[src/rpc_pkg.sv]
package rpc_pkg;
	// Clock and timeout figures; the count rounds up because the timeout is a least wait.
	localparam int CLK_PERIOD_NS = 25;
	localparam int CFG_TIMEOUT_NS = 50000;
	localparam int CFG_TIMEOUT_CYC = (CFG_TIMEOUT_NS + CLK_PERIOD_NS - 1) / CLK_PERIOD_NS;
	localparam int TMR_W = 12;

	// Enhanced configuration address layout.
	localparam int ECAM_W = 28;
	localparam int ECAM_BUS_LSB = 20;
	localparam int ECAM_DEV_LSB = 15;
	localparam int ECAM_FN_LSB = 12;
	localparam int ECAM_REG_LSB = 2;

	// Bus responses and completion status codes.
	localparam logic [1:0] RESP_OKAY = 2'h0;
	localparam logic [1:0] RESP_SLVERR = 2'h2;
	localparam logic [2:0] CPL_SC = 3'h0;
	localparam logic [2:0] CPL_UR = 3'h1;

	// BAR reset value and the all-ones error read data.
	localparam logic [31:0] BAR_BASE_RST = 32'h0000_0000;
	localparam logic [31:0] ALL_ONES = 32'hffff_ffff;

	// Configuration request toward the link or the local block.
	typedef struct packed {
		logic is_type1;
		logic we;
		logic [7:0] bus;
		logic [4:0] dev;
		logic [2:0] fn;
		logic [9:0] reg_num;
		logic [3:0] be;
		logic [31:0] data;
	} rpc_cfg_req_t;

	// Completion returned from the link.
	typedef struct packed {
		logic [2:0] status;
		logic [31:0] data;
	} rpc_cpl_t;

	// Access sequencer states.
	typedef enum logic [4:0] {
		ST_IDLE = 5'h01,
		ST_ACCEPT = 5'h02,
		ST_LOCAL = 5'h04,
		ST_LINK = 5'h08,
		ST_RESP = 5'h10
	} rpc_state_t;
endpackage

[src/rpc_timer.sv]
`timescale 1ns/100ps
module rpc_timer #(
	parameter int W = 12,
	parameter logic [11:0] LIMIT = 12'h7d0
) (
	// Clock and reset.
	input wire logic clk,
	input wire logic rst_n,
	// Control.
	input wire logic start,
	input wire logic stop,
	// One-cycle pulse when the limit is reached.
	output logic expired
);
	logic [W-1:0] count;
	logic running;

	// The counter runs from start until stop or expiry; a stop in the expiry cycle wins.
	always_ff @(posedge clk)
	begin
		if (!rst_n)
		begin
			count <= '0;
			running <= 1'b0;
			expired <= 1'b0;
		end
		else
		begin
			expired <= 1'b0;
			if (start)
			begin
				count <= '0;
				running <= 1'b1;
			end
			else if (stop)
				running <= 1'b0;
			else if (running)
			begin
				if (count == LIMIT - 12'h001)
				begin
					running <= 1'b0;
					expired <= 1'b1;
				end
				else
					count <= count + 12'h001;
			end
		end
	end

	chk_timer_bound: assert property (@(posedge clk) disable iff (!rst_n)
		running |-> count < LIMIT)
		else $error("Timeout counter ran past its limit.");
endmodule // rpc_timer

[src/rpc_root_port_cfg.sv]
`timescale 1ns/100ps
module rpc_root_port_cfg
	import rpc_pkg::*;
#(
	parameter bit BAR_EN = 1'b1,
	parameter bit XLATE_EN = 1'b1,
	parameter int BAR_SIZE_LOG2 = 20,
	parameter bit RX_DECODE = 1'b0
) (
	// Clock and reset.
	input wire logic clk,
	input wire logic rst_n,
	// Configuration access slave, write channels.
	input wire logic [rpc_pkg::ECAM_W-1:0] awaddr,
	input wire logic awvalid,
	output logic awready,
	input wire logic [31:0] wdata,
	input wire logic [3:0] wstrb,
	input wire logic wvalid,
	output logic wready,
	output logic [1:0] bresp,
	output logic bvalid,
	input wire logic bready,
	// Configuration access slave, read channels.
	input wire logic [rpc_pkg::ECAM_W-1:0] araddr,
	input wire logic arvalid,
	output logic arready,
	output logic [31:0] rdata,
	output logic [1:0] rresp,
	output logic rvalid,
	input wire logic rready,
	// Own Type 1 header values and command bits.
	input wire logic [7:0] primary_bus,
	input wire logic [7:0] secondary_bus,
	input wire logic [7:0] subordinate_bus,
	input wire logic master_enable,
	input wire logic [15:0] requester_id,
	// Local self-configuration port.
	output logic loc_valid,
	output rpc_pkg::rpc_cfg_req_t loc_req,
	input wire logic loc_ack,
	input wire logic [31:0] loc_rdata,
	// Link configuration requests and completions.
	output logic link_req_valid,
	output rpc_pkg::rpc_cfg_req_t link_req,
	input wire logic link_req_ready,
	input wire logic cpl_valid,
	input wire rpc_pkg::rpc_cpl_t cpl,
	output logic timeout_irq,
	// Power limit message.
	output logic pwr_msg_valid,
	output logic [15:0] pwr_msg_rid,
	input wire logic pwr_msg_ready,
	// Received packets and their forwarding.
	input wire logic rx_valid,
	input wire logic [31:0] rx_addr,
	input wire logic [31:0] rx_data,
	input wire logic bar_base_load,
	input wire logic [31:0] bar_base_wdata,
	input wire logic [31:0] xlate_base,
	output logic fwd_valid,
	output logic [31:0] fwd_addr,
	output logic [31:0] fwd_data,
	// Received interrupt messages.
	input wire logic rx_int_msg,
	output logic int_fifo_push,
	output logic int_decode_set
);
	import rpc_pkg::*;

	rpc_state_t state;
	logic is_write;
	logic sent;
	logic tmr_expired;
	logic me_prev;
	logic [31:0] bar_base;
	logic [ECAM_W-1:0] in_addr;
	logic [7:0] in_bus;
	logic in_primary;
	logic in_type0;
	logic in_type1;
	logic cpl_take;
	logic bar_hit;
	logic [31:0] bar_mask;

	// Split the presented address into its fields for routing.
	assign in_addr = is_write ? awaddr : araddr;
	assign in_bus = in_addr[ECAM_W-1:ECAM_BUS_LSB];
	assign in_primary = (in_bus == primary_bus);
	assign in_type0 = !in_primary && (in_bus == secondary_bus);
	assign in_type1 = !in_primary && (in_bus > secondary_bus) && (in_bus <= subordinate_bus);
	assign cpl_take = (state == ST_LINK) && sent && cpl_valid;

	// Sequencer: one access at a time, read wins a tie with write.
	always_ff @(posedge clk)
	begin
		if (!rst_n)
		begin
			state <= ST_IDLE;
			is_write <= 1'b0;
			sent <= 1'b0;
			arready <= 1'b0;
			awready <= 1'b0;
			wready <= 1'b0;
			bvalid <= 1'b0;
			bresp <= RESP_OKAY;
			rvalid <= 1'b0;
			rresp <= RESP_OKAY;
			rdata <= '0;
			loc_valid <= 1'b0;
			loc_req <= '0;
			link_req_valid <= 1'b0;
			link_req <= '0;
		end
		else
		begin
			case (state)
				ST_IDLE:
				begin
					// Ready is raised only once both write channels are valid, so an
					// address is never taken without its data.
					if (arvalid)
					begin
						arready <= 1'b1;
						is_write <= 1'b0;
						state <= ST_ACCEPT;
					end
					else if (awvalid && wvalid)
					begin
						awready <= 1'b1;
						wready <= 1'b1;
						is_write <= 1'b1;
						state <= ST_ACCEPT;
					end
				end
				ST_ACCEPT:
				begin
					arready <= 1'b0;
					awready <= 1'b0;
					wready <= 1'b0;
					loc_req.is_type1 <= in_type1;
					link_req.is_type1 <= in_type1;
					loc_req.we <= is_write;
					link_req.we <= is_write;
					loc_req.bus <= in_bus;
					link_req.bus <= in_bus;
					loc_req.dev <= in_addr[ECAM_BUS_LSB-1:ECAM_DEV_LSB];
					link_req.dev <= in_addr[ECAM_BUS_LSB-1:ECAM_DEV_LSB];
					loc_req.fn <= in_addr[ECAM_DEV_LSB-1:ECAM_FN_LSB];
					link_req.fn <= in_addr[ECAM_DEV_LSB-1:ECAM_FN_LSB];
					loc_req.reg_num <= in_addr[ECAM_FN_LSB-1:ECAM_REG_LSB];
					link_req.reg_num <= in_addr[ECAM_FN_LSB-1:ECAM_REG_LSB];
					loc_req.be <= is_write ? wstrb : 4'hf;
					link_req.be <= is_write ? wstrb : 4'hf;
					loc_req.data <= wdata;
					link_req.data <= wdata;
					if (in_primary)
					begin
						loc_valid <= 1'b1;
						state <= ST_LOCAL;
					end
					else if (in_type0 || in_type1)
					begin
						link_req_valid <= 1'b1;
						sent <= 1'b0;
						state <= ST_LINK;
					end
					else
					begin
						// Out of range: nothing reaches the link.
						bvalid <= is_write;
						rvalid <= !is_write;
						bresp <= RESP_SLVERR;
						rresp <= RESP_SLVERR;
						rdata <= ALL_ONES;
						state <= ST_RESP;
					end
				end
				ST_LOCAL:
				begin
					if (loc_ack)
					begin
						loc_valid <= 1'b0;
						bvalid <= is_write;
						rvalid <= !is_write;
						bresp <= RESP_OKAY;
						rresp <= RESP_OKAY;
						rdata <= loc_rdata;
						state <= ST_RESP;
					end
				end
				ST_LINK:
				begin
					if (link_req_valid && link_req_ready)
					begin
						link_req_valid <= 1'b0;
						sent <= 1'b1;
					end
					if (cpl_take)
					begin
						bvalid <= is_write;
						rvalid <= !is_write;
						state <= ST_RESP;
						if (cpl.status == CPL_SC)
						begin
							bresp <= RESP_OKAY;
							rresp <= RESP_OKAY;
							rdata <= cpl.data;
						end
						else if (cpl.status == CPL_UR)
						begin
							// A missing device reads as all ones; a write to it fails.
							bresp <= RESP_SLVERR;
							rresp <= RESP_OKAY;
							rdata <= ALL_ONES;
						end
						else
						begin
							bresp <= RESP_SLVERR;
							rresp <= RESP_SLVERR;
							rdata <= ALL_ONES;
						end
					end
					else if (tmr_expired)
					begin
						bvalid <= is_write;
						rvalid <= !is_write;
						bresp <= RESP_SLVERR;
						rresp <= RESP_SLVERR;
						rdata <= ALL_ONES;
						state <= ST_RESP;
					end
				end
				ST_RESP:
				begin
					if ((bvalid && bready) || (rvalid && rready))
					begin
						bvalid <= 1'b0;
						rvalid <= 1'b0;
						state <= ST_IDLE;
					end
				end
				default:
					state <= ST_IDLE;
			endcase
		end
	end

	// Timer runs from the cycle the link takes the request until the completion.
	rpc_timer #(
		.W(TMR_W),
		.LIMIT(TMR_W'(CFG_TIMEOUT_CYC))
	) u_timer (
		.clk(clk),
		.rst_n(rst_n),
		.start(state == ST_LINK && link_req_valid && link_req_ready),
		.stop(cpl_take),
		.expired(tmr_expired)
	);

	// Timeout indication is a pulse beside the error response.
	always_ff @(posedge clk)
	begin
		if (!rst_n)
			timeout_irq <= 1'b0;
		else
			timeout_irq <= tmr_expired && !cpl_take && (state == ST_LINK);
	end

	// Power limit message on the rising edge of Master Enable; a new edge wins over the
	// acceptance of the previous message so it is not lost.
	always_ff @(posedge clk)
	begin
		if (!rst_n)
		begin
			me_prev <= 1'b0;
			pwr_msg_valid <= 1'b0;
			pwr_msg_rid <= '0;
		end
		else
		begin
			me_prev <= master_enable;
			if (master_enable && !me_prev)
			begin
				pwr_msg_valid <= 1'b1;
				pwr_msg_rid <= requester_id;
			end
			else if (pwr_msg_ready)
				pwr_msg_valid <= 1'b0;
		end
	end

	// BAR base register, zero after reset.
	always_ff @(posedge clk)
	begin
		if (!rst_n)
			bar_base <= BAR_BASE_RST;
		else if (bar_base_load)
			bar_base <= bar_base_wdata;
	end

	assign bar_mask = ~((32'h0000_0001 << BAR_SIZE_LOG2) - 32'h0000_0001);
	assign bar_hit = BAR_EN && ((rx_addr & bar_mask) == (bar_base & bar_mask));

	// Forward every packet; only hits on an enabled BAR are translated.
	always_ff @(posedge clk)
	begin
		if (!rst_n)
		begin
			fwd_valid <= 1'b0;
			fwd_addr <= '0;
			fwd_data <= '0;
		end
		else
		begin
			fwd_valid <= rx_valid;
			fwd_data <= rx_data;
			if (bar_hit && XLATE_EN)
				fwd_addr <= (xlate_base & bar_mask) | (rx_addr & ~bar_mask);
			else
				fwd_addr <= rx_addr;
		end
	end

	// Received interrupts steer to one handling path fixed at build time.
	always_ff @(posedge clk)
	begin
		if (!rst_n)
		begin
			int_fifo_push <= 1'b0;
			int_decode_set <= 1'b0;
		end
		else
		begin
			int_fifo_push <= rx_int_msg && !RX_DECODE;
			int_decode_set <= rx_int_msg && RX_DECODE;
		end
	end

	chk_local_no_link: assert property (@(posedge clk) disable iff (!rst_n)
		state == ST_LOCAL |-> !link_req_valid && loc_valid)
		else $error("Local access leaked onto the link.");

	chk_type_select: assert property (@(posedge clk) disable iff (!rst_n)
		link_req_valid |-> link_req.is_type1 == (link_req.bus != secondary_bus))
		else $error("Link request carries the wrong configuration type.");

	chk_range_error: assert property (@(posedge clk) disable iff (!rst_n)
		state == ST_ACCEPT && !in_primary && !in_type0 && !in_type1
		|=> !link_req_valid && (bvalid ? bresp == RESP_SLVERR : rresp == RESP_SLVERR))
		else $error("Out of range access did not end with SLVERR.");

	chk_ur_read_ones: assert property (@(posedge clk) disable iff (!rst_n)
		cpl_take && !is_write && cpl.status == CPL_UR |=> rvalid && rdata == ALL_ONES)
		else $error("Unsupported read did not return all ones.");

	chk_ur_write_err: assert property (@(posedge clk) disable iff (!rst_n)
		cpl_take && is_write && cpl.status == CPL_UR |=> bvalid && bresp == RESP_SLVERR)
		else $error("Unsupported write did not end with SLVERR.");

	chk_timeout_resp: assert property (@(posedge clk) disable iff (!rst_n)
		state == ST_LINK && tmr_expired && !cpl_take
		|=> state == ST_RESP && timeout_irq && (bresp == RESP_SLVERR || rresp == RESP_SLVERR))
		else $error("Timeout did not end the access with SLVERR and interrupt.");

	chk_power_msg: assert property (@(posedge clk) disable iff (!rst_n)
		$rose(master_enable) |=> pwr_msg_valid && pwr_msg_rid == $past(requester_id))
		else $error("Master Enable did not send a power limit message.");

	chk_rx_forward: assert property (@(posedge clk) disable iff (!rst_n)
		rx_valid |=> fwd_valid && fwd_data == $past(rx_data))
		else $error("Received packet was not forwarded.");
endmodule // rpc_root_port_cfg

[config.mk]
export PLATFORM = sky130hd
export DESIGN_NAME = rpc_root_port_cfg
export DESIGN_NICKNAME = d
export VERILOG_FILES = /design/src/rpc_pkg.sv /design/src/rpc_timer.sv /design/src/rpc_root_port_cfg.sv
export SDC_FILE = /design/constraint.sdc
export NUM_CORES = 1
export LEC_CHECK = 0
export ABC_AREA = 1
export ABC_CLOCK_PERIOD_IN_PS = 6600
export BUFFER_PORTS_ARGS = -buffer_cell sky130_fd_sc_hd__buf_2
export CAP_MARGIN = 20
export CORE_AREA = 2 2 236 238
export CTS_CLUSTER_SIZE = 14
export DETAILED_ROUTE_END_ITERATION = 7
export DIE_AREA = 0 0 238 240
export PLACE_DENSITY = 0.37
export SETUP_SLACK_MARGIN = 0.02
export SKIP_LAST_GASP = 1
export SYNTH_ARGS = -nofsm -noshare
export SYNTH_HDL_FRONTEND = slang
export SYNTH_SLANG_ARGS = --single-unit
[constraint.sdc]
create_clock -name clk -period 6.6 [get_ports clk]
set_input_delay 0.66 -clock clk [delete_from_list [all_inputs] [get_ports clk]]
set_output_delay 0.66 -clock clk [all_outputs]
set_load 0.01 [all_outputs]
Word-level counts from Yosys, hierarchy flattened
Cells that the tools add are included.
{"block": "totals", "register_bits": 244, "out_inout_bits": 256, "elab_cells": 168}
{"block": "classes", "addsub": 1, "order_cmp": 2, "eq_ne": 22, "mux": 67, "bitwise": 5, "n_reduce_logical": 39}
{"operator": "32-bit two-way mux", "n": 7}
{"operator": "32-bit one-hot mux with 3 select lines", "n": 1}
{"operator": "5-bit two-way mux", "n": 8}
{"operator": "32-bit by 20-bit bitwise OR with 32-bit output", "n": 1}
{"operator": "1-bit two-way mux", "n": 30}
{"operator": "28-bit two-way mux", "n": 1}
{"operator": "5-bit one-hot mux with 5 select lines", "n": 1}
{"operator": "2-bit two-way mux", "n": 9}
{"operator": "2-bit != test, second input constant", "n": 9}
{"operator": "8-bit equality test", "n": 2}
{"operator": "1-bit logical AND", "n": 14}
{"operator": "12-bit by 1-bit adder with 12-bit output, second input constant", "n": 1}
{"operator": "12-bit by 11-bit equality test with 1-bit output, second input constant", "n": 1}
{"operator": "12-bit equality test", "n": 1}
{"operator": "2-bit one-hot mux with 3 select lines", "n": 2}
{"operator": "1-bit one-hot mux with 2 select lines", "n": 5}
{"operator": "2-bit nonzero test", "n": 5}
{"operator": "3-bit AND reduction", "n": 3}
{"operator": "8-bit > comparator", "n": 1}
{"operator": "8-bit less-or-equal comparator", "n": 1}
{"operator": "1-bit one-hot mux with 4 select lines", "n": 2}
{"operator": "4-bit AND reduction", "n": 2}
{"operator": "6-bit AND reduction", "n": 1}
{"operator": "5-bit by 1-bit equality test with 1-bit output, second input constant", "n": 1}
{"operator": "19 further kinds", "n": 27}

Logic depth before layout (Yosys ltp)
Gate-level depths: netlist of the first run.
{"block": "depth", "depth_word": 9, "depth_mapped": 21, "depth_no_buf": 19}

Cells and area by module
From an unflattened synthesis of the first run, not the netlist that was laid out.
{"block": "unflattened", "hier_cells": 1429, "hier_area_um2": 10040.9}
{"mod": "rpc_root_port_cfg", "n_inst": 1, "cells_each": 1307, "area_each_um2": 9217.6, "seq_area_each_um2": 4164.0}
{"mod": "rpc_timer", "n_inst": 1, "cells_each": 122, "area_each_um2": 823.3, "seq_area_each_um2": 280.3}

Worst setup path after synthesis of the first run
OpenSTA, ideal clock, no wires.
{"block": "synth_path", "path_type": "input to register", "from": "input port awaddr[23] (netlist name)", "to": "register rdata[10]", "setup_time_ns": 0.112, "t_arrival_ns": 2.185, "required_ns": 6.488, "slack_ns": 4.303, "stages": 16, "path_cell_list": "nand2_1 > nand2_1 > ha_1 > nand2_1 > inv_1 > nand3_1 > nor3_1 > a21oi_1 > nand3_2 > nand2_2 > nand2_4 > nand3_4 > buf_8 > buf_8 > nor2_2 > nor2_1"}
{"block": "synth_via", "elab_chain_cells": 8}
{"item": "from (decl)", "line": "rpc_root_port_cfg.sv:14", "rtl": "input wire logic [rpc_pkg::ECAM_W-1:0] awaddr,"}
{"item": "28-bit two-way mux (*)", "line": "rpc_root_port_cfg.sv:87", "rtl": "assign in_addr = is_write ? awaddr : araddr;"}
{"item": "named net in_addr[23]", "line": "rpc_root_port_cfg.sv:77", "rtl": "logic [ECAM_W-1:0] in_addr;"}
{"item": "parallel branches: the longest is 6 deep, another holds 8-bit > comparator"}
{"item": "5-bit AND reduction (no line) (*)"}
{"item": "to (signal assigned)", "line": "rpc_root_port_cfg.sv:188", "rtl": "rdata <= loc_rdata;"}
{"item": "to (signal assigned)", "line": "rpc_root_port_cfg.sv:208", "rtl": "rdata <= cpl.data;"}
{"item": "to (decl)", "line": "rpc_root_port_cfg.sv:28", "rtl": "output logic [31:0] rdata,"}
Mark *: on every way through the listed nets, which the timed path passes.
A chain may end at the register's enable or synchronous reset.

Worst setup path in the final report of the first run
{"block": "layout_path", "from": "register is_write", "to": "register rdata[31]"}
{"block": "layout_via", "elab_chain_cells": 8}
{"item": "from (decl)", "line": "rpc_root_port_cfg.sv:72", "rtl": "logic is_write;"}
{"item": "from (signal assigned)", "line": "rpc_root_port_cfg.sv:100", "rtl": "is_write <= 1'b0;"}
{"item": "from (signal assigned)", "line": "rpc_root_port_cfg.sv:125", "rtl": "is_write <= 1'b0;"}
{"item": "from (signal assigned)", "line": "rpc_root_port_cfg.sv:132", "rtl": "is_write <= 1'b1;"}
{"item": "28-bit two-way mux (*)", "line": "rpc_root_port_cfg.sv:87"}
{"item": "named net in_addr[23]", "line": "rpc_root_port_cfg.sv:77"}
{"item": "parallel branches: the longest is 6 deep, another holds 8-bit > comparator"}
{"item": "5-bit AND reduction (no line) (*)"}
Marks and branches as above.

==> results of run 1 <==
[cell families after synthesis]
group / after synthesis
AOI/OAI and AO/OA: 168
xor gates and xnor gates: 16
adders and majority gates: 17
buffers and inverters: 305
DFF: 222
other: 1
and+or+nand+nor: 652
[worst max-delay path, cell delays in order, from the launching register on]
cell and delay, ns:
sky130_fd_sc_hd__dfxtp_2 0.88, sky130_fd_sc_hd__inv_2 0.56, sky130_fd_sc_hd__nand2_1 0.22, sky130_fd_sc_hd__nand2_1 0.14, sky130_fd_sc_hd__ha_1 0.32, sky130_fd_sc_hd__nand2_1 0.06, sky130_fd_sc_hd__inv_1 0.08, sky130_fd_sc_hd__nand3_1 0.07
sky130_fd_sc_hd__nor3_1 0.20, sky130_fd_sc_hd__a21oi_1 0.08, sky130_fd_sc_hd__nand3_2 0.09, sky130_fd_sc_hd__nand2_2 0.08, sky130_fd_sc_hd__nand2_4 0.08, sky130_fd_sc_hd__nand3_4 0.60, sky130_fd_sc_hd__nor2_1 0.36, sky130_fd_sc_hd__nor2_1 0.07
[cell usage in the layout (no fill, tap or decap), types with 2 or more instances in the layout]
cell / n
sky130_fd_sc_hd__nand3b_1: 8
sky130_fd_sc_hd__conb_1: 3
sky130_fd_sc_hd__diode_2: 4
sky130_fd_sc_hd__nand3_1: 31
sky130_fd_sc_hd__nor3_1: 10
sky130_fd_sc_hd__clkbuf_8: 11
sky130_fd_sc_hd__o21ai_0: 104
sky130_fd_sc_hd__nor2_1: 227
sky130_fd_sc_hd__a21oi_1: 33
sky130_fd_sc_hd__nor4_1: 5
sky130_fd_sc_hd__a31oi_1: 20
sky130_fd_sc_hd__nand4_1: 20
sky130_fd_sc_hd__o221a_2: 4
sky130_fd_sc_hd__clkinv_2: 5
sky130_fd_sc_hd__clkbuf_1: 5
sky130_fd_sc_hd__or2_2: 2
sky130_fd_sc_hd__buf_2: 549
sky130_fd_sc_hd__nand2_2: 5
sky130_fd_sc_hd__nor2_2: 12
sky130_fd_sc_hd__inv_1: 164
sky130_fd_sc_hd__clkbuf_16: 29
sky130_fd_sc_hd__xor2_1: 16
sky130_fd_sc_hd__nand2_1: 328
sky130_fd_sc_hd__ha_1: 17
sky130_fd_sc_hd__dfxtp_1: 221
sky130_fd_sc_hd__clkinvlp_4: 2
sky130_fd_sc_hd__buf_4: 5
sky130_fd_sc_hd__inv_2: 4
sky130_fd_sc_hd__a211oi_1: 3
[stage by stage]
step                      utilization (%)  cells
after CTS                           25.06   2560
final                               25.08   2564
after detailed placement            23.31   2508
after floorplan                         -   1383
after global routing                25.07   2562
after global placement              23.26   2507
[sequential cells by signal, summed over array words and instances, names as in the netlist, 5 cells and up]
signal         cells
link_req          64
pwr_msg_rid       16
fwd_data          32
rdata             32
bar_base          12
u_timer.count     12
state              5
fwd_addr          32
[report_power, final]
part           switching, mW  internal, mW  total [mW]
clock network          0.618         0.961        1.58
registers              0.108          1.48        1.59
logic                  0.493         0.327       0.820
total                   1.22          2.77        3.99
[how the worst max path moves through the flow]
stage	slack, ns	start	cells past startpoint	endpoint
after floorplan	4.30	awaddr[23]	16	rdata[10]$_SDFFE_PN0P_
after detailed placement	2.31	is_write$_SDFFE_PN0P_	15	rdata[31]$_SDFFE_PN0P_
after global placement	2.40	is_write$_SDFFE_PN0P_	15	rdata[17]$_SDFFE_PN0P_
after CTS	2.28	is_write$_SDFFE_PN0P_	15	rdata[31]$_SDFFE_PN0P_
final	2.52	is_write$_SDFFE_PN0P_	15	rdata[31]$_SDFFE_PN0P_
after global routing	1.86	is_write$_SDFFE_PN0P_	16	rdata[29]$_SDFFE_PN0P_
[layer usage]
layer	vias to the layer above	part of all wire [%]	GRT usage, %
met4	4	2.4	3.807
met2	325	49	22.69
li1	5116	-	-
met5	-	0.077	0
met3	52	7.5	3.203
met1	4449	41	15.19
[area by class of cell]
type	count	share of cell area (%)
diodes	4	0.07301
clock buffers	45	6.534
clock inverters	7	0.4745
inverters	170	4.663
multi-input cells	856	28.81
flip-flops and latches	222	32.42
well taps	704	6.425
repair buffers	556	20.60
==> flow_summary.json, run 1 <==
{
  "run_status": "completed",
  "drive_gt1_share_pct": 34.32,
  "area_occupied_by_registers_um2": 4446,
  "end_kind": "flip-flop",
  "worst_r2r_startpoint": "is_write$_SDFFE_PN0P_",
  "clk_pin_slew_worst_paths_ns": 0.06,
  "synth_simple_gate_area_share_pct": 27.16,
  "timing.hold.worst_endpoint": "fwd_addr[19]$_SDFF_PN0_",
  "placement.cell_area_um2": 12740,
  "total_global_route_track_usage_pct": 12.79,
  "minimum_setup_slack_among_reg_to_reg_paths_ns": 2.52,
  "period_share_pct": 61.78,
  "critPathKind": "flip-flop to flip-flop",
  "synth-compound-area-share_pct": 9.247,
  "worst-r2r-cell-count": 15,
  "post-synth-top-count-cell": "sky130_fd_sc_hd__nand2_1",
  "worst_ep_arrival_time_ns": 4.52,
  "boundaryPins": 598,
  "maximum_number_of_pins_on_one_net_before_global_route_repair": 109,
  "holdWs_ns": 0.2902,
  "detailroute.via_count": 9946,
  "synthAdderAreaFrac_pct": 2.159,
  "max_slew_margin_pct": 38.27,
  "ctsHoldBuffers": 0,
  "most_used_standard_cells_in_the_synthesized_netlist": "328 x sky130_fd_sc_hd__nand2_1, 227 x sky130_fd_sc_hd__nor2_1, 222 x sky130_fd_sc_hd__dfxtp_1",
  "power.density_nw_per_um2": 291.0,
  "wirelength_um": 39010,
  "cts_setup_buffers": 0,
  "multi_input_area_um2": 3950,
  "yosys_register_bits": 222,
  "design.die.area_um2": 57120,
  "slew_viol_final": 0,
  "core_area_um2": 54660,
  "postCtsResizedCells": 0,
  "power.ir.vdd_worst_v": 0.0001593,
  "num-fill-cells": 6225,
  "rsz0062_at_grt": "no",
  "synth_cells": 1381,
  "drt_first_iter_violations": 353,
  "r2r_end": "rdata[31]$_SDFFE_PN0P_",
  "first_global_vias": 9472,
  "synth.cell_area_um2": 9851,
  "number_of_failing_setup_endpoints_in_the_final_timing_report": 0,
  "post-synth-top-area-cell": "sky130_fd_sc_hd__dfxtp_1",
  "finalHoldViolCount": 0,
  "main_combinational_cell_family_by_area_after_synthesis": "simple AND/OR/NAND/NOR gates",
  "ys_warn_count": 0,
  "layout.cell_area.non_filler_um2": 13710,
  "p_leak_nw": 7.356,
  "via_per_inst": 3.879,
  "fin_ws_ns": 2.523,
  "grt_pass1_wl_um": 56520,
  "timing_worst_slew_pin_value_ns": 0.9259,
  "fin_nets": 2193,
  "ant_nets": 0,
  "cts_h_tree_lvls": 1,
  "muxShareOfSynthArea_pct": 0,
  "post_synth_xor_area_fraction_pct": 1.423,
  "post-dp-hpwl_um": 29580,
  "setup_tns_ns": 0,
  "place.port_buffers": 550,
  "critical_path.max_fanout": 69,
  "preCtsSetupSlack_ns": 2.308,
  "die_width_um": 238,
  "startpoint_type": "flip-flop",
  "dominantRegCellSynth": "sky130_fd_sc_hd__dfxtp_1",
  "number_of_detailed_routing_iterations_run_before_antenna_repair": 5,
  "avgRoutedWirePerCell_um": 15.21,
  "max_freq_ghz": 0.2453,
  "tritoncts_clock_tree": "yes",
  "fraction_of_registers_with_async_set_reset_pct": 0,
  "cts_root_buf": "sky130_fd_sc_hd__clkbuf_16",
  "clock-sinks": 222,
  "floorplan.initialDensity_pct": 18.02,
  "worst_skew_pair.late_latency_ns": 0.55,
  "overall_overflow_remaining_after_global_route": 0,
  "yosysTopAreaCellShare_pct": 45.12,
  "worstHoldPathType": "input pin to flip-flop",
  "finalClockSkew_ns": 0.008748,
  "cap_violations": 0,
  "tritoncts.num_buffers": 28,
  "worst_hold_start": "rx_addr[19]",
  "post_synth.cell_area_avg_um2": 7.133,
  "core.rowCount": 86,
  "synth_edf_count": 0,
  "post-layout-total-power_mw": 3.990,
  "synth-seq-area-share_pct": 45.12,
  "number_of_distinct_library_cells_after_synthesis": 36,
  "area_added_between_synthesis_and_finish_pct": 39.18,
  "grt_antenna_before_repair": 8,
  "gpl.final_weighted_congestion": 0.7849,
  "die_height_um": 240,
  "ys_top_cells_by_area": "sky130_fd_sc_hd__dfxtp_1 45%, sky130_fd_sc_hd__nand2_1 12%, sky130_fd_sc_hd__nor2_1 8.6%",
  "min_path_cells": 3,
  "cts_max_path_buffers": 3,
  "post-route-drc-count": 0,
  "timing.critical_path.required_ns": 7.04,
  "final.min_clock_period_ns": 4.077
}
(Power assumes the default switching activity.)
==> run 2, diff against run 1 <==
- ABC_CLOCK_PERIOD_IN_PS: 6600 -> 4130
- clock period: 6.6 -> 4.13 ns (I/O delays scaled with it)
==> flow_summary.json, run 2 (synthesis results as in run 1) <==
{
  "max_freq_ghz": 0.3157,
  "run_status": "completed",
  "rsz0062_at_grt": "no",
  "maximum_number_of_pins_on_one_net_before_global_route_repair": 85,
  "area_added_between_synthesis_and_finish_pct": 41.71,
  "design.die.area_um2": 57120,
  "clk_pin_slew_worst_paths_ns": 0.06,
  "power.density_nw_per_um2": 464.7,
  "power.ir.vdd_worst_v": 0.0002744,
  "placement.cell_area_um2": 12770,
  "avgRoutedWirePerCell_um": 15.11,
  "overall_overflow_remaining_after_global_route": 0,
  "worst-r2r-cell-count": 14,
  "clock-sinks": 222,
  "gpl.final_weighted_congestion": 0.7642,
  "min_path_cells": 3,
  "most_used_cells_in_the_layout_excluding_fill_and_tap_cells": "549 x sky130_fd_sc_hd__buf_2, 328 x sky130_fd_sc_hd__nand2_1, 227 x sky130_fd_sc_hd__nor2_1",
  "postCtsResizedCells": 0,
  "highest_utilization_routing_layer_at_the_global_route_stage": "met2",
  "grt_pass1_wl_um": 56410,
  "tritoncts.num_buffers": 29,
  "post-route-drc-count": 0,
  "final_cell_count_no_fill": 2587,
  "num-fill-cells": 6182,
  "boundaryPins": 598,
  "max_slew_margin_pct": 36.39,
  "cap_violations": 0,
  "wirelength_um": 39080,
  "detailroute.via_count": 10074,
  "number_of_failing_setup_endpoints_in_the_final_timing_report": 0,
  "end_kind": "flip-flop",
  "grt_antenna_before_repair": 10,
  "drive_gt1_share_pct": 33.95,
  "cts_h_tree_lvls": 1,
  "critPathKind": "flip-flop to flip-flop",
  "cts_max_path_buffers": 3,
  "final.min_clock_period_ns": 3.167,
  "preCtsSetupSlack_ns": 0.8734,
  "finalHoldViolCount": 0,
  "core_area_um2": 54660,
  "fin_nets": 2218,
  "number_of_detailed_routing_iterations_run_before_antenna_repair": 7,
  "fin_ws_ns": 0.9629,
  "largest_register_ffs": 64,
  "mostFrequentLayoutCell": "sky130_fd_sc_hd__buf_2",
  "via_per_inst": 3.894,
  "post-dp-hpwl_um": 29850,
  "first_global_vias": 9499,
  "cts_root_buf": "sky130_fd_sc_hd__clkbuf_16",
  "timing_worst_slew_pin_value_ns": 0.9542,
  "p_leak_nw": 7.461,
  "largest_register": "link_req",
  "finalClockSkew_ns": 0.02265,
  "die_height_um": 240,
  "worst_skew_pair.late_latency_ns": 0.57,
  "groute.layer.met1.usage_pct": 15.44,
  "setup_tns_ns": 0,
  "period_share_pct": 76.69,
  "place.port_buffers": 550,
  "worst_ep_arrival_time_ns": 3.62,
  "grt_util_met2_pct": 22.12,
  "drt_first_iter_violations": 339,
  "total_global_route_track_usage_pct": 12.75,
  "core.rowCount": 86,
  "layout.cell_area.non_filler_um2": 13960,
  "cts_setup_buffers": 0,
  "die_width_um": 238,
  "ant_nets": 0,
  "slew_viol_final": 0,
  "critical_path.max_fanout": 69,
  "worstHoldPathType": "input pin to flip-flop",
  "startpoint_type": "flip-flop",
  "dpl.cell_count": 2512,
  "tritoncts_clock_tree": "yes",
  "met3_usage_pct": 3.031,
  "floorplan.initialDensity_pct": 18.02,
  "timing.critical_path.required_ns": 4.59
}
-- run 2: cell count changes in the layout (fill, tap and decap cells not counted), sizes merged --
cell / change
buf: +4
bufinv: +3
clkbuf: -4
clkinv: -1
dlygate4sd3: +20
inv: +1
-- run 2: repair_timing --
item                       in CTS  in global routing
setup endpoints to repair       0                  0
hold endpoints to repair       20                  0
hold buffers                   20                  0
-- run 2: area by class of cell --
cell class	count	area, µm²	share of cell area (%)
Inverter	170	639.4	4.580
Antenna cell	4	10.01	0.07170
Clock inverter	10	158.9	1.138
Tap cell	704	880.8	6.310
Clock buffer	41	820.8	5.880
Multi-Input combinational cell	856	3950	28.30
Timing Repair Buffer	580	3054	21.88
Sequential cell	222	4446	31.85
-- run 2: critical path, stage by stage (launching register included) --
cell	delay, ns
sky130_fd_sc_hd__dfxtp_2	0.33
sky130_fd_sc_hd__buf_4	0.40
sky130_fd_sc_hd__nand2_1	0.13
sky130_fd_sc_hd__nand2_1	0.11
sky130_fd_sc_hd__inv_1	0.10
sky130_fd_sc_hd__ha_1	0.29
sky130_fd_sc_hd__nand3_1	0.07
sky130_fd_sc_hd__nor3_1	0.19
sky130_fd_sc_hd__a21oi_1	0.08
sky130_fd_sc_hd__nand3_2	0.10
sky130_fd_sc_hd__nand2_2	0.08
sky130_fd_sc_hd__nand2_4	0.09
sky130_fd_sc_hd__nand3_4	0.60
sky130_fd_sc_hd__nor2_1	0.35
sky130_fd_sc_hd__nor2_1	0.07
-- run 2: final timing paths --
check	slack (ns)	to	start
min	0.04	fwd_addr[1]$_SDFF_PN0_	rx_addr[1]
max	0.96	rdata[31]$_SDFFE_PN0P_	is_write$_SDFFE_PN0P_
min reg2reg	0.45	u_timer.expired$_SDFF_PP0_	u_timer.running$_SDFF_PN0_
max reg2reg	0.96	rdata[31]$_SDFFE_PN0P_	is_write$_SDFFE_PN0P_
-- run 2: stage by stage --
step / util, % / hold WS [ns] / power [mW]
after floorplan: - / 0.4208 / 3.394
after global placement: 23.31 / 0.4495 / 3.920
after detailed placement: 23.36 / 0.4454 / 3.931
after CTS: 25.52 / 0.0003055 / 6.620
after global routing: 25.53 / 0.01122 / 6.887
final: 25.54 / 0.03598 / 6.488
-- run 2: where the power goes --
part	total (mW)	switching (mW)	internal (mW)
Clock	2.61	0.992	1.62
Combinational	1.34	0.806	0.538
Sequential	2.53	0.161	2.37
Total	6.49	1.96	4.53
-- run 2: routing by layer --
metal / up-vias / wire [µm]
met4: 8 / 1049
met1: 4518 / 16090
met3: 59 / 2777
met2: 323 / 19110
met5: - / 52
li1: 5166 / -
==> run 3, diff against run 2 <==
- ABC_CLOCK_PERIOD_IN_PS: 4130 -> 2800
- PLACE_DENSITY: 0.37 -> 0.39
- clock period: 4.13 -> 2.8 ns (I/O delays scaled with it)
==> flow_summary.json, run 3 (synthesis results as in run 1) <==
{
  "run_status": "completed",
  "total_global_route_track_usage_pct": 12.76,
  "die_width_um": 238,
  "max_slew_margin_pct": 44.27,
  "setup_tns_ns": 0,
  "largest_register_ffs": 64,
  "power.density_nw_per_um2": 611.8,
  "largest_register": "link_req",
  "mostFrequentLayoutCell": "sky130_fd_sc_hd__buf_2",
  "period_share_pct": 89.54,
  "worst_skew_pair.late_latency_ns": 0.57,
  "detailroute.via_count": 10696,
  "most_used_cells_in_the_layout_excluding_fill_and_tap_cells": "549 x sky130_fd_sc_hd__buf_2, 328 x sky130_fd_sc_hd__nand2_1, 227 x sky130_fd_sc_hd__nor2_1",
  "dpl.cell_count": 2525,
  "design.die.area_um2": 57120,
  "cts_h_tree_lvls": 1,
  "ant_nets": 0,
  "worst_ep_arrival_time_ns": 2.96,
  "final.min_clock_period_ns": 2.507,
  "overall_overflow_remaining_after_global_route": 0,
  "clock-sinks": 222,
  "avgRoutedWirePerCell_um": 14.25,
  "timing.critical_path.buf_inv": 5,
  "tritoncts.num_buffers": 28,
  "finalClockSkew_ns": 0.02172,
  "cpLargestDelayFamily": "simple AND/OR/NAND/NOR gates",
  "core.rowCount": 86,
  "number_of_detailed_routing_iterations_run_before_antenna_repair": 4,
  "worstHoldPathType": "input pin to flip-flop",
  "critical_path.max_fanout": 24,
  "post-layout-total-power_mw": 9.536,
  "final_cell_count_no_fill": 2752,
  "cap_violations": 0,
  "timing.critical_path.required_ns": 3.25,
  "grt_pass1_wl_um": 57780,
  "drive_gt1_share_pct": 31.88,
  "boundaryPins": 598,
  "post-dp-hpwl_um": 29100,
  "gpl.final_weighted_congestion": 0.8070,
  "startpoint_type": "flip-flop",
  "timing.critical_path.slowest_stage_cell": "sky130_fd_sc_hd__dfxtp_2",
  "p_leak_nw": 8.226,
  "end_kind": "flip-flop",
  "cts_max_path_buffers": 3,
  "preCtsSetupSlack_ns": 0.1400,
  "rsz0062_at_grt": "yes",
  "number_of_failing_setup_endpoints_in_the_final_timing_report": 0,
  "cts_root_buf": "sky130_fd_sc_hd__clkbuf_16",
  "grt_antenna_before_repair": 1,
  "via_per_inst": 3.887,
  "slew_viol_final": 0,
  "die_height_um": 240,
  "power.ir.vdd_worst_v": 0.0004205,
  "cp_slowest_stage_delay_ns": 0.33,
  "fin_nets": 2389,
  "drt_first_iter_violations": 364,
  "max_freq_ghz": 0.3989,
  "crit_path_frequent_cell": "sky130_fd_sc_hd__nand2_1",
  "path_cells": "inv_2 > buf_6 > nand2_1 > nand3_1 > nand2_1 > inv_1 > nand2_1 > nor2_1 > nand3_1 > nand3_1 > inv_2 > nand3_4 > buf_12 > nand2_1 > nand2_1 > nor2_1",
  "fin_ws_ns": 0.2928,
  "timing_worst_slew_pin_value_ns": 0.8350,
  "clk_pin_slew_worst_paths_ns": 0.06,
  "finalHoldViolCount": 0,
  "tritoncts_clock_tree": "yes",
  "wirelength_um": 39210,
  "floorplan.initialDensity_pct": 18.02,
  "antenna_cells_inserted": 0,
  "area_added_between_synthesis_and_finish_pct": 58.24,
  "critPathKind": "flip-flop to flip-flop",
  "utilization_pct": 28.52,
  "first_global_vias": 10308,
  "place.port_buffers": 550,
  "post-route-drc-count": 0,
  "core_area_um2": 54660,
  "maximum_number_of_pins_on_one_net_before_global_route_repair": 85
}
==> run 3: changes by cell type in the layout (fill, tap and decap cells not counted), sizes merged <==
cell and delta:
dlygate4sd3 +157, bufinv -3, diode -4, clkinv +2
clkinvlp -1, buf +15, inv -1
==> run 3: per-layer routing <==
| metal | wire [µm] | vias up | GRT usage (%) |
|---|---|---|---|
| met3 | 2484 | 51 | 3.180 |
| met4 | 962 | 0 | 3.371 |
| met1 | 16200 | 4812 | 15.00 |
| met5 | 0 | - | 0 |
| li1 | - | 5500 | - |
| met2 | 19560 | 333 | 23.05 |
==> run 3: metrics by stage <==
step                instance area [µm²]  hold WS [ns]
detailed placement                12880        0.4354
finish                            15590       0.04117
global route                      15590       0.03328
floorplan                          9858        0.3735
global placement                  12880        0.4315
CTS                               15560    0.00005779
==> run 3: worst min-delay path, stage by stage <==
cell and delay [ns]:
sky130_fd_sc_hd__buf_2 0.07, sky130_fd_sc_hd__inv_1 0.05, sky130_fd_sc_hd__nand2_1 0.08, sky130_fd_sc_hd__a211oi_1 0.06
==> run 3: cell type report <==
| cell class | instances | area [µm²] |
|---|---|---|
| inverters | 170 | 639.4 |
| clock inverters | 7 | 73.82 |
| flip-flops and latches | 222 | 4446 |
| multi-input cells | 856 | 3955 |
| clock buffers | 41 | 829.5 |
| repair buffers | 752 | 4763 |
| fillers | 6040 | 39080 |
| well taps | 704 | 880.8 |
==> run 3: worst paths after layout <==
path                                   start                          to  depth (start not counted)  slack (ns)
hold reg to reg   u_timer.running$_SDFF_PN0_  u_timer.expired$_SDFF_PP0_                          2        0.44
hold / removal                       arvalid         wready$_SDFFE_PN0P_                          4        0.04
setup reg to reg       is_write$_SDFFE_PN0P_      rdata[20]$_SDFFE_PN0P_                         16        0.29
setup / recovery       is_write$_SDFFE_PN0P_      rdata[20]$_SDFFE_PN0P_                         16        0.29
==> run 3: timing repair <==
action | CTS | global route
hold buffers | 177 | 0
setup buffers | 0 | 2
endpoints found under the setup margin | 0 | 35
endpoints found under the hold margin | 151 | 0
resized for setup | 0 | 3
==> run 3: where the power goes <==
part	switching [mW]	internal [mW]	total, mW
Sequential	0.220	3.50	3.72
Clock	1.43	2.12	3.55
Combinational	1.26	1.01	2.27
Total	2.91	6.63	9.54
